$ cat src/adc_ctrl_defs.vh
`ifndef ADC_CTRL_DEFS_VH
`define ADC_CTRL_DEFS_VH

// register byte offsets on the wishbone bus
`define REG_TRIG_SCAN_CTRL    4'h0
`define REG_START_CTRL        4'h4
`define REG_STATUS            4'h8

// trigger/scan/clock control field positions
`define FLD_TRGS_HI           7
`define FLD_TRGS_LO           6
`define FLD_SCAN_EN           5
`define FLD_SCAN_SIZE         4
`define FLD_CKS_HI            3
`define FLD_CKS_LO            2
`define CTRL_WRITABLE_MASK    8'hFC
`define CTRL_RESET            8'h00

// start/channel control field positions
`define FLD_START             0
`define FLD_CHAN_HI           3
`define FLD_CHAN_LO           1
`define START_RESET           8'h00

// status field positions
`define FLD_STAT_BUSY         0
`define FLD_STAT_CHAN_HI      3
`define FLD_STAT_CHAN_LO      1
`define FLD_STAT_DONE_SEEN    4

// trigger source codes
`define TRG_NONE              2'h0
`define TRG_MTU               2'h1
`define TRG_TMR8              2'h2
`define TRG_PIN               2'h3

// conversion clock select codes
`define CKS_SLOWEST           2'h0
`define CKS_SLOW              2'h1
`define CKS_FAST              2'h2
`define CKS_FASTEST           2'h3

// conversion times in states (maximum), one state per system clock
`define CONV_STATES_0         530
`define CONV_STATES_1         266
`define CONV_STATES_2         134
`define CONV_STATES_3         68
`define STATE_PERIOD_NS       10
`define CLK_PERIOD_NS         10
`define CONV_CYC_0            ((`CONV_STATES_0 * `STATE_PERIOD_NS) / `CLK_PERIOD_NS)
`define CONV_CYC_1            ((`CONV_STATES_1 * `STATE_PERIOD_NS) / `CLK_PERIOD_NS)
`define CONV_CYC_2            ((`CONV_STATES_2 * `STATE_PERIOD_NS) / `CLK_PERIOD_NS)
`define CONV_CYC_3            ((`CONV_STATES_3 * `STATE_PERIOD_NS) / `CLK_PERIOD_NS)

// scan sizes
`define SCAN_LAST_SMALL       3'h3
`define SCAN_LAST_LARGE       3'h7

`endif

$ cat src/adc_trigger_select.v
`timescale 1ns/1ps
`include "adc_ctrl_defs.vh"

module adc_trigger_select (
  input  wire       clk_i,
  input  wire       rst_i,
  input  wire [1:0] trigger_source_select_i,
  input  wire       timer_mtu_trig_i,
  input  wire       timer_8bit_trig_i,
  input  wire       ext_trig_n_i,
  output reg        trigger_o
);

  reg ext_meta;
  reg ext_sync;
  reg ext_prev;

  // pin is asynchronous: two flops before any logic looks at it
  always @(posedge clk_i) begin
    if (rst_i) begin
      ext_meta <= 1'b1;
      ext_sync <= 1'b1;
      ext_prev <= 1'b1;
    end else begin
      ext_meta <= ext_trig_n_i;
      ext_sync <= ext_meta;
      ext_prev <= ext_sync;
    end
  end

  // one pulse per selected source event; pin triggers on its falling edge
  always @(posedge clk_i) begin
    if (rst_i) begin
      trigger_o <= 1'b0;
    end else begin
      case (trigger_source_select_i)
        `TRG_NONE: trigger_o <= 1'b0;
        `TRG_MTU:  trigger_o <= timer_mtu_trig_i;
        `TRG_TMR8: trigger_o <= timer_8bit_trig_i;
        `TRG_PIN:  trigger_o <= ext_prev & ~ext_sync;
        default:   trigger_o <= 1'b0;
      endcase
    end
  end

endmodule

$ cat src/adc_conv_timer.v
`timescale 1ns/1ps
`include "adc_ctrl_defs.vh"

module adc_conv_timer #(
  parameter CW = 10
) (
  input  wire       clk_i,
  input  wire       rst_i,
  input  wire       launch_i,
  input  wire       abort_i,
  input  wire [1:0] clock_select_i,
  output reg        done_o
);

  reg [CW-1:0] remaining;
  reg          running;
  reg [CW-1:0] load_value;

  // window lengths sized to the counter, so no silent truncation on load
  localparam [CW-1:0] LOAD_0 = `CONV_CYC_0;
  localparam [CW-1:0] LOAD_1 = `CONV_CYC_1;
  localparam [CW-1:0] LOAD_2 = `CONV_CYC_2;
  localparam [CW-1:0] LOAD_3 = `CONV_CYC_3;

  // conversion length per clock select code
  always @* begin
    case (clock_select_i)
      `CKS_SLOWEST: load_value = LOAD_0;
      `CKS_SLOW:    load_value = LOAD_1;
      `CKS_FAST:    load_value = LOAD_2;
      `CKS_FASTEST: load_value = LOAD_3;
      default:      load_value = LOAD_0;
    endcase
  end

  // done pulses on the last cycle of the window so the total equals the figure
  always @(posedge clk_i) begin
    if (rst_i) begin
      remaining <= {CW{1'b0}};
      running   <= 1'b0;
      done_o    <= 1'b0;
    end else begin
      done_o <= 1'b0;
      if (abort_i) begin
        running <= 1'b0;
      end else if (launch_i) begin
        remaining <= load_value - {{(CW-1){1'b0}}, 1'b1};
        running   <= 1'b1;
      end else if (running) begin
        if (remaining == {{(CW-1){1'b0}}, 1'b1}) begin
          done_o  <= 1'b1;
          running <= 1'b0;
        end else begin
          remaining <= remaining - {{(CW-1){1'b0}}, 1'b1};
        end
      end
    end
  end

endmodule

$ cat src/adc_control_top.v
`timescale 1ns/1ps
`include "adc_ctrl_defs.vh"

module adc_control_top (
  input  wire        clk_i,
  input  wire        rst_i,
  input  wire        wb_cyc_i,
  input  wire        wb_stb_i,
  input  wire        wb_we_i,
  input  wire [3:0]  wb_adr_i,
  input  wire [3:0]  wb_sel_i,
  input  wire [31:0] wb_dat_i,
  output reg  [31:0] wb_dat_o,
  output reg         wb_ack_o,
  input  wire        timer_mtu_trig_i,
  input  wire        timer_8bit_trig_i,
  input  wire        ext_trig_n_i,
  output reg         sample_start_o,
  output reg  [2:0]  channel_o,
  output reg         conversion_busy_o,
  output reg         conversion_done_o
);

  localparam ST_IDLE    = 1'b0;
  localparam ST_CONVERT = 1'b1;

  // register storage
  reg  [7:0] converter_trigger_scan_control;
  reg        conversion_start_flag;
  reg  [2:0] single_channel;
  reg        done_seen;
  reg        state;
  reg  [2:0] current_channel;
  reg        launch;

  wire [1:0] trigger_sel;
  wire       scan_enable_bit;
  wire       scan_size_bit;
  wire [1:0] clock_sel;
  wire       trigger_event;
  wire       timer_done;

  // bus decode
  wire       bus_req;
  wire       wr_lane0;
  wire       wr_ctrl;
  wire       wr_start;
  wire       sw_start;
  wire       sw_stop;
  wire [2:0] scan_last;
  reg  [7:0] read_byte;
  wire [7:0] next_ctrl;
  wire [7:0] ctrl_bit_we;
  genvar     b;

  // sequencer and start flag next values
  reg        next_state;
  reg  [2:0] next_channel;
  reg        next_launch;
  reg        next_start_flag;

  // conversion events
  wire       channel_done;
  wire       group_wrap;
  wire       abort_run;

  // writable bits of the control byte, as a per-bit vector
  localparam [7:0] CTRL_WRITABLE = `CTRL_WRITABLE_MASK;

  assign trigger_sel     = converter_trigger_scan_control[`FLD_TRGS_HI:`FLD_TRGS_LO];
  assign scan_enable_bit = converter_trigger_scan_control[`FLD_SCAN_EN];
  assign scan_size_bit   = converter_trigger_scan_control[`FLD_SCAN_SIZE];
  assign clock_sel       = converter_trigger_scan_control[`FLD_CKS_HI:`FLD_CKS_LO];

  // one access per request; ack is dropped the cycle after it was given
  assign bus_req  = wb_cyc_i & wb_stb_i & ~wb_ack_o;
  assign wr_lane0 = bus_req & wb_we_i & wb_sel_i[0];
  assign wr_ctrl  = wr_lane0 & (wb_adr_i == `REG_TRIG_SCAN_CTRL);
  assign wr_start = wr_lane0 & (wb_adr_i == `REG_START_CTRL);
  assign sw_start = wr_start & wb_dat_i[`FLD_START];
  assign sw_stop  = wr_start & ~wb_dat_i[`FLD_START];

  // last channel of a scan group, 4 or 8 channels
  assign scan_last = scan_size_bit ? `SCAN_LAST_LARGE : `SCAN_LAST_SMALL;
  assign group_wrap = (current_channel >= scan_last);

  // a channel finishes only while the sequencer is converting
  assign channel_done = timer_done & (state == ST_CONVERT);

  // software stop cuts the running channel short instead of letting it end
  assign abort_run = (state == ST_CONVERT) & ~conversion_start_flag;

  // trigger source multiplexer with pin synchroniser
  adc_trigger_select u_trigger (
    .clk_i                   (clk_i),
    .rst_i                   (rst_i),
    .trigger_source_select_i (trigger_sel),
    .timer_mtu_trig_i        (timer_mtu_trig_i),
    .timer_8bit_trig_i       (timer_8bit_trig_i),
    .ext_trig_n_i            (ext_trig_n_i),
    .trigger_o               (trigger_event)
  );

  // per-channel conversion time
  adc_conv_timer #(
    .CW (10)
  ) u_timer (
    .clk_i          (clk_i),
    .rst_i          (rst_i),
    .launch_i       (launch),
    .abort_i        (abort_run),
    .clock_select_i (clock_sel),
    .done_o         (timer_done)
  );

  // next control byte, bit by bit: reserved bits never load, clock select is
  // locked while a conversion runs so the timer never sees its length change
  generate
    for (b = 0; b < 8; b = b + 1) begin : g_ctrl_bit
      if (b == `FLD_CKS_HI || b == `FLD_CKS_LO) begin : g_locked
        assign ctrl_bit_we[b] = wr_ctrl & ~conversion_start_flag;
      end else begin : g_open
        assign ctrl_bit_we[b] = wr_ctrl & CTRL_WRITABLE[b];
      end
      assign next_ctrl[b] = ctrl_bit_we[b] ? wb_dat_i[b] : converter_trigger_scan_control[b];
    end
  endgenerate

  // control register
  always @(posedge clk_i) begin
    if (rst_i) begin
      converter_trigger_scan_control <= `CTRL_RESET;
    end else begin
      converter_trigger_scan_control <= next_ctrl;
    end
  end

  // single-mode channel, loaded by every write to the start register
  always @(posedge clk_i) begin
    if (rst_i) begin
      single_channel <= 3'h0;
    end else if (wr_start) begin
      single_channel <= wb_dat_i[`FLD_CHAN_HI:`FLD_CHAN_LO];
    end
  end

  // start flag: a hardware set (trigger) wins over a software clear
  always @* begin
    next_start_flag = conversion_start_flag;
    if (trigger_event || sw_start) begin
      next_start_flag = 1'b1;
    end else if (sw_stop) begin
      next_start_flag = 1'b0;
    end else if (channel_done && !scan_enable_bit) begin
      next_start_flag = 1'b0;
    end
  end

  // start flag register
  always @(posedge clk_i) begin
    if (rst_i) begin
      conversion_start_flag <= 1'b0;
    end else begin
      conversion_start_flag <= next_start_flag;
    end
  end

  // sequencer: single mode converts one channel, scan mode loops the group
  always @* begin
    next_state   = state;
    next_channel = current_channel;
    next_launch  = 1'b0;
    case (state)
      ST_IDLE: begin
        if (conversion_start_flag) begin
          next_state   = ST_CONVERT;
          next_launch  = 1'b1;
          next_channel = scan_enable_bit ? 3'h0 : single_channel;
        end
      end
      ST_CONVERT: begin
        if (!conversion_start_flag) begin
          next_state = ST_IDLE;
        end else if (timer_done) begin
          if (scan_enable_bit) begin
            next_launch = 1'b1;
            if (group_wrap) begin
              next_channel = 3'h0;
            end else begin
              next_channel = current_channel + 3'h1;
            end
          end else begin
            next_state = ST_IDLE;
          end
        end
      end
      default: begin
        next_state = ST_IDLE;
      end
    endcase
  end

  // sequencer registers
  always @(posedge clk_i) begin
    if (rst_i) begin
      state           <= ST_IDLE;
      current_channel <= 3'h0;
      launch          <= 1'b0;
    end else begin
      state           <= next_state;
      current_channel <= next_channel;
      launch          <= next_launch;
    end
  end

  // analog-side outputs, all registered
  always @(posedge clk_i) begin
    if (rst_i) begin
      sample_start_o    <= 1'b0;
      channel_o         <= 3'h0;
      conversion_busy_o <= 1'b0;
      conversion_done_o <= 1'b0;
    end else begin
      sample_start_o    <= launch;
      channel_o         <= current_channel;
      conversion_busy_o <= (state == ST_CONVERT);
      conversion_done_o <= channel_done;
    end
  end

  // sticky done for software: a finishing channel wins over the clearing write
  always @(posedge clk_i) begin
    if (rst_i) begin
      done_seen <= 1'b0;
    end else if (channel_done) begin
      done_seen <= 1'b1;
    end else if (wr_start) begin
      done_seen <= 1'b0;
    end
  end

  // read mux; unmapped offsets read zero
  always @* begin
    read_byte = 8'h00;
    case (wb_adr_i)
      `REG_TRIG_SCAN_CTRL: begin
        read_byte = converter_trigger_scan_control;
      end
      `REG_START_CTRL: begin
        read_byte = {4'h0, single_channel, conversion_start_flag};
      end
      `REG_STATUS: begin
        read_byte = {3'h0, done_seen, current_channel, (state == ST_CONVERT)};
      end
      default: begin
        read_byte = 8'h00;
      end
    endcase
  end

  // wishbone answer one cycle after the request, every address acknowledged
  always @(posedge clk_i) begin
    if (rst_i) begin
      wb_ack_o <= 1'b0;
    end else begin
      wb_ack_o <= bus_req;
    end
  end

  // read data captured with the request, held until the next read
  always @(posedge clk_i) begin
    if (rst_i) begin
      wb_dat_o <= 32'h00000000;
    end else if (bus_req && !wb_we_i) begin
      wb_dat_o <= {24'h000000, read_byte};
    end
  end

endmodule

$ cat config.mk
export PLATFORM = sky130hd
export DESIGN_NAME = adc_control_top
export DESIGN_NICKNAME = d
export VERILOG_FILES = /design/src/adc_trigger_select.v /design/src/adc_conv_timer.v /design/src/adc_control_top.v
export VERILOG_INCLUDE_DIRS = /design/src
export SDC_FILE = /design/constraint.sdc
export NUM_CORES = 1
export LEC_CHECK = 0
export ABC_AREA = 1
export BUFFER_PORTS_ARGS = -buffer_cell sky130_fd_sc_hd__buf_2
export CAP_MARGIN = 40
export CORE_ASPECT_RATIO = 1.25
export CORE_MARGIN = 2
export CORE_UTILIZATION = 30
export DETAILED_ROUTE_END_ITERATION = 8
export SLEW_MARGIN = 40
export SYNTH_ARGS = -nofsm -noshare
export SYNTH_HDL_FRONTEND = slang
export SYNTH_SLANG_ARGS = --single-unit
$ cat constraint.sdc
create_clock -name clk_i -period 1.27 [get_ports clk_i]
set_input_delay 0.254 -clock clk_i [delete_from_list [all_inputs] [get_ports clk_i]]
set_output_delay 0.254 -clock clk_i [all_outputs]
set_load 0.1 [all_outputs]
==> results of run 1 <==
-- cells by family after synthesis --
family,Yosys count,synth area share [%]
and+or+nand+nor,176,31.5
buffers and inverters,65,15.2
DFF,47,39.3
AOI/OAI and AO/OA,46,10.3
xor gates and xnor gates,4,1.46
adders and majority gates,4,2.09
other,1,0.157
-- timing repair --
item	CTS	global route
hold buffers	0	0
pin swaps	3	19
gates cloned	0	0
resized for setup	13	46
setup buffers	5	3
endpoints found under the setup margin	11	17
-- per-layer routing --
layer	up-vias	part of all wire (%)	GRT usage (%)
li1	1183	-	-
met1	1067	41	14.8
met2	54	54	25.8
met3	8	3.6	3.33
met4	0	1.9	5.07
met5	-	0	0
-- sequential cells by signal, indices dropped and copies added, names as in the netlist, 3 cells and up --
signal and count:
current_channel 3, converter_trigger_scan_control 6, channel_o 3, wb_dat_o 8, u_timer.remaining 10, single_channel 3
-- cells in the mapped netlist, drive strengths merged --
library cell	instances	area share (%)
inv	34	5.4
o22ai	1	0.26
nand3	21	4.6
dfxtp	47	39
o21bai	2	0.63
xor2	2	0.73
nor3	4	1.0
xnor2	2	0.73
clkbuf	1	0.16
nand2	82	13
a31oi	3	0.78
nor2	64	11
a311oi	1	0.37
a21oi	19	4.1
ha	4	2.1
conb	1	0.16
nand4	2	0.78
nand3b	1	0.31
or2	2	0.52
o21ai	20	4.2
buf	30	9.6
-- layout by cell type, fill, tap and decap left out, types with 5 or more instances in the layout --
cell type	count
nand2_2	17
inv_1	27
nand2_1	62
o21ai_0	14
buf_4	34
nor2_2	9
buf_2	20
inv_2	6
nand3_1	15
o21ai_1	5
a21oi_1	15
dfxtp_1	42
nor2_1	52
nand3_2	5
buf_12	17
clkbuf_8	6
conb_1	24
-- worst reg2reg max path, stage by stage (launching register included) --
cell and delay, ps:
dfxtp_2 330, inv_2 90, ha_4 150, nand2_2 50, nor2_2 90, nand3_2 90, nand2_2 120, nand2_4 80
o21bai_1 150, nor2_1 60
-- cell type report --
type                            count  area [sq um]  area share (%)
Clock buffer                        6          82.6            2.45
Multi-Input combinational cell    254          1340            39.8
Clock inverter                      2          35.0            1.04
Tap cell                           95           119            3.52
Inverter                           34           130            3.85
Timing Repair Buffer               73           718            21.3
Sequential cell                    47           950            28.1
-- stage by stage --
step	hold WS, ps	total power [mW]
after detailed placement	414	1.99
final	141	3.13
after global routing	142	3.25
after global placement	410	1.99
after floorplan	358	1.97
after CTS	137	3.14
-- power breakdown --
| part | leakage, nW | internal [mW] | switching [mW] |
|---|---|---|---|
| clock network | 0.0612 | 0.638 | 0.516 |
| logic | 1.06 | 0.0764 | 0.410 |
| registers | 0.382 | 1.48 | 0.00602 |
-- worst max-delay path by stage --
| stage | cells after the start | end |
|---|---|---|
| after floorplan | 10 | u_timer.remaining[7] |
| after global routing | 9 | u_timer.remaining[2] |
| after detailed placement | 9 | u_timer.remaining[4] |
| after global placement | 9 | u_timer.remaining[7] |
| final | 9 | u_timer.remaining[2] |
| after CTS | 10 | u_timer.remaining[4] |
==> impl_metrics.py, run 1 <==
metrics = {
    "run_status": {
        "outcome": "complete, but fails checks",
        "violations": "setup timing",
    },
    "setup_path": {
        "r2r_end": "u_timer.remaining[2]",
        "cp-startpoint": "u_timer.remaining[1]",
        "cp_top_family": "simple AND/OR/NAND/NOR gates",
        "path_buf_inv": 1,
        "cpMaxStageDelayCell": "dfxtp_2",
        "crit_top_cell": "nand2_2",
        "slowest_delay_ps": 330,
        "critical_path_class": "flop to flop",
        "worstSetupEndpointType": "flop",
        "path_cells": "inv_2 > ha_4 > nand2_2 > nor2_2 > nand3_2 > nand2_2 > nand2_4 > o21bai_1 > nor2_1",
        "reg2reg_setup_slack_ps": -60,
        "required_ps": 1460,
        "start_kind": "flop",
        "cp_data_arrival_time_ps": 1520,
        "crit_fanout": 4,
        "rr_startpoint": "u_timer.remaining[1]",
        "worstRegToRegCells": 9,
    },
    "power_and_ir_drop": {
        "p_per_area_nw_per_um2": 925,
        "ir_worst_vdd_v": 0.000592,
        "power.leakage_nw": 1.50,
    },
    "grt": {
        "grt_pass1_vias": 2195,
        "grt_first_pass_wirelength_microns": 9810,
        "globalRouteOverflowTotal": 0,
        "grt_use_total_pct": 13.8,
        "grt_max_degree": 15,
        "antenna_found_initial": 0,
    },
    "drt": {
        "dr.pass1.iters": 4,
        "wl_microns": 6000,
        "drc_errors": 0,
        "num_vias": 2312,
        "antenna_left": 0,
        "viasPerCell": 4.52,
        "routedWlPerCell_microns": 11.7,
        "drt_iter0_markers": 75,
    },
    "place": {
        "port_buffers": 35,
        "gp_congestion": 0.874,
        "dp.final_hpwl_microns": 4510,
        "dp_cells": 495,
        "placed_area_sq_um": 3010,
        "pre_cts_slack_ps": -128,
    },
    "final_layout": {
        "finalNetCount": 467,
        "design_area_sq_um": 3380,
        "post_route_cells_drive_above_1_share_pct": 35.1,
        "syn_to_final_growth_pct": 40.9,
        "diodes": 0,
        "fin_cells": 511,
        "fill_cells": 782,
        "final_core_util_pct": 43.3,
    },
    "sta": {
        "skew_ps": 9.01,
        "slew_viol_final": 0,
        "rsz0062_at_grt": "yes",
        "post-route-min-period_ps": 1330,
        "setup-tns-final_ps": -466,
        "timing.fmax_mhz": 753,
        "finalSetupViolations": 10,
        "setup_ws_ps": -57.5,
        "fin_crit_sh_pct": 105,
        "hold_viol": 0,
    },
    "cts": {
        "clk_latency_ps": 300,
        "cts_sinks": 47,
        "clk_path_buf_depth": 2,
        "path_clk_slew_ps": 80,
        "numCtsBuffers": 5,
        "clock-root-buffer": "clkbuf_8",
        "cts_tree": "built",
        "htreeDepth": 2,
    },
    "synth": {
        "synthesis.area_sq_um": 2400,
        "yosysUniqueCellTypes": 33,
        "synth_warnings": 0,
        "synthCells": 343,
        "yosysSeqAreaShare_pct": 39.3,
        "synth_area_per_cell_sq_um": 6.99,
        "synth_seq_cells": 47,
    },
    "die": {
        "placementRows": 36,
        "initial_utilization_pct": 30.7,
        "die_h_microns": 104,
        "boundaryPins": 87,
        "core-area_sq_um": 7790,
        "die_width_microns": 83.9,
        "dieArea_sq_um": 8720,
    },
    "hold_path": {
        "hp-start": "ext_trig_n_i",
        "min-delay-path-class": "input pin to flop",
        "min_to": "u_trigger.ext_meta",
        "whs_path_depth": 2,
    },
    "job": {
        "drv_cap": 0,
    },
}
No activity file was read; power rests on OpenSTA's default activity.
==> inputs of run 2 (changes only) <==
--- a/config.mk
+++ b/config.mk
@@ -13,6 +13,7 @@
 export CORE_MARGIN = 2
 export CORE_UTILIZATION = 30
 export DETAILED_ROUTE_END_ITERATION = 8
+export RECOVER_POWER = 100
 export SLEW_MARGIN = 40
 export SYNTH_ARGS = -nofsm -noshare
 export SYNTH_HDL_FRONTEND = slang
==> run 2 against run 1 <==
Net effect:
- the run still ends with setup timing left
- global-route usage is the same
- core utilization decreased by 3.0 points
- flip-flop and latch count did not move
- via count shrank 0.82%
- hold slack got worse by 2.8 ps
- wire length increased by 0.92%
- sequential power about the same
- critical path type unchanged
- largest cell class unchanged
- largest power group unchanged
==> impl_metrics.py, run 2 (same netlist as run 1, synthesis figures left out) <==
metrics = {
    "die": {
        "initial_utilization_pct": 30.7,
        "dieArea_sq_um": 8720,
        "core-area_sq_um": 7790,
        "placementRows": 36,
        "boundaryPins": 87,
        "die_width_microns": 83.9,
        "die_h_microns": 104,
    },
    "sta": {
        "slew_headroom_pct": 66.5,
        "finalSetupViolations": 13,
        "rsz0062_at_grt": "yes",
        "setup-tns-final_ps": -577,
        "worstMarginPinSlew_ps": 503,
        "skew_ps": 7.34,
        "slew_viol_final": 0,
        "fin_crit_sh_pct": 105,
        "post-route-min-period_ps": 1340,
        "hold_viol": 0,
        "fin_hold_ws_ps": 138,
        "timing.fmax_mhz": 746,
        "setup_ws_ps": -69.8,
    },
    "power_and_ir_drop": {
        "switching_share_pct": 29.9,
        "p_sw_mw": 0.932,
        "ir_worst_vdd_v": 0.000595,
        "clockPowerShare_pct": 37.2,
        "p_per_area_nw_per_um2": 991,
        "p_comb_share_pct": 15.2,
        "cellInternalPower_mw": 2.19,
        "power.leakage_nw": 1.44,
        "seqPwrFrac_pct": 47.7,
    },
    "run_status": {
        "violations": "setup timing",
        "outcome": "complete, but fails checks",
    },
    "setup_path": {
        "slowest_delay_ps": 330,
        "path_cells": "inv_2 > ha_4 > inv_2 > nor3_2 > nand4_2 > nand2_4 > buf_12 > buf_4 > nor2_1",
        "start_kind": "flop",
        "critical_path_class": "flop to flop",
        "worstSetupEndpointType": "flop",
        "cpMaxStageDelayCell": "dfxtp_2",
        "cp_data_arrival_time_ps": 1520,
        "crit_fanout": 6,
        "required_ps": 1450,
        "crit_top_cell": "inv_2",
    },
    "cts": {
        "clock-root-buffer": "clkbuf_8",
        "cts_sinks": 47,
        "numCtsBuffers": 5,
        "cts_tree": "built",
        "htreeDepth": 2,
        "holdBufCountCts": 0,
        "clk_latency_ps": 300,
        "clk_path_buf_depth": 2,
        "path_clk_slew_ps": 90,
    },
    "final_layout": {
        "design_area_sq_um": 3150,
        "top_regs": "u_timer.remaining (10), wb_dat_o (8), converter_trigger_scan_control (6)",
        "final_cell_mix": "nand2_1 (63), nor2_1 (52), dfxtp_1 (44), buf_4 (40), inv_1 (27)",
        "diodes": 0,
        "finalNetCount": 467,
        "post_route_cells_drive_above_1_share_pct": 32.9,
        "syn_to_final_growth_pct": 31.3,
        "largest_reg_flops": 10,
        "final_common_cell": "nand2_1",
        "largest_register": "u_timer.remaining",
    },
    "drt": {
        "drc_errors": 0,
        "drt_iter0_markers": 67,
        "routedWlPerCell_microns": 11.8,
        "num_vias": 2293,
        "wl_microns": 6050,
        "dr.pass1.iters": 4,
        "antenna_left": 0,
        "viasPerCell": 4.49,
    },
    "hold_path": {
        "min-delay-path-class": "input pin to flop",
    },
    "grt": {
        "grt_first_pass_wirelength_microns": 9810,
        "grt_max_degree": 15,
        "grt_pass1_vias": 2195,
        "globalRouteOverflowTotal": 0,
        "grt_use_total_pct": 13.8,
        "antenna_found_initial": 0,
    },
    "place": {
        "gp_congestion": 0.874,
        "placed_area_sq_um": 3010,
        "dp.final_hpwl_microns": 4510,
        "port_buffers": 35,
    },
    "job": {
        "drv_cap": 0,
    },
}
## run 2: changes by cell type in the layout (fill, tap and decap cells not counted), moves of 2 or more
cell	before	now
buf_6	2	5
clkbuf_1	0	5
nor2_4	3	0
nor2_2	9	12
dfxtp_1	42	44
buf_12	17	2
buf_4	34	40
## run 2: what timing repair did
action                     4_1_cts  5_1_grt
pin swaps                        3       19
setup endpoints to repair       11       17
setup buffers                    5        3
resized for setup               13       46
## run 2: layer usage
layer / routed length (microns) / up-vias / GRT usage, %
li1: - / 1179 / -
met1: 2470 / 1050 / 14.8
met2: 3230 / 53 / 25.8
met3: 211 / 11 / 3.33
met4: 135 / 0 / 5.07
met5: 0 / - / 0
## run 2: cell type report
| type | instances | area, sq um |
|---|---|---|
| fillers | 812 | 4650 |
| clock buffers | 6 | 82.6 |
| well taps | 95 | 119 |
| multi-input cells | 254 | 1300 |
| flip-flops and latches | 47 | 945 |
| inverters | 34 | 130 |
| repair buffers | 73 | 533 |
| clock inverters | 2 | 35.0 |
## run 2: path summary, 6_finish.rpt
path / endpoint / slack (ps) / start / cells after the start
setup / recovery: u_timer.running / -70 / u_timer.remaining[1] / 9
hold / removal: u_trigger.ext_meta / 140 / ext_trig_n_i / 2
setup reg to reg: u_timer.running / -70 / u_timer.remaining[1] / 9
hold reg to reg: u_trigger.ext_sync / 420 / u_trigger.ext_meta / 1
## run 2: through the flow
| step | setup WS, ps | cells | util (%) | total power, mW |
|---|---|---|---|---|
| detailed placement | -128 | 495 | 38.6 | 1.99 |
| finish | -69.8 | 511 | 40.4 | 3.12 |
| floorplan | 3.51 | 366 | - | 1.97 |
| CTS | -68.1 | 508 | 41.3 | 3.14 |
| global placement | -107 | 495 | 38.6 | 1.99 |
| global route | -137 | 511 | 40.4 | 3.23 |
## run 2: critical path: cells and delay by family (launching register included)
kind | cells | cell delay (ps)
and+or+nand+nor | 4 | 400
buffers and inverters | 4 | 340
DFF | 1 | 330
adders and majority gates | 1 | 150
## run 2: power groups by stage
stage                     Clock (mW)  Sequential, mW  Combinational [mW]
after floorplan                    0            1.53               0.437
after global placement             0            1.52               0.468
after detailed placement           0            1.52               0.471
after CTS                       1.18            1.49               0.474
after global routing            1.25            1.49               0.497
final                           1.16            1.49               0.473
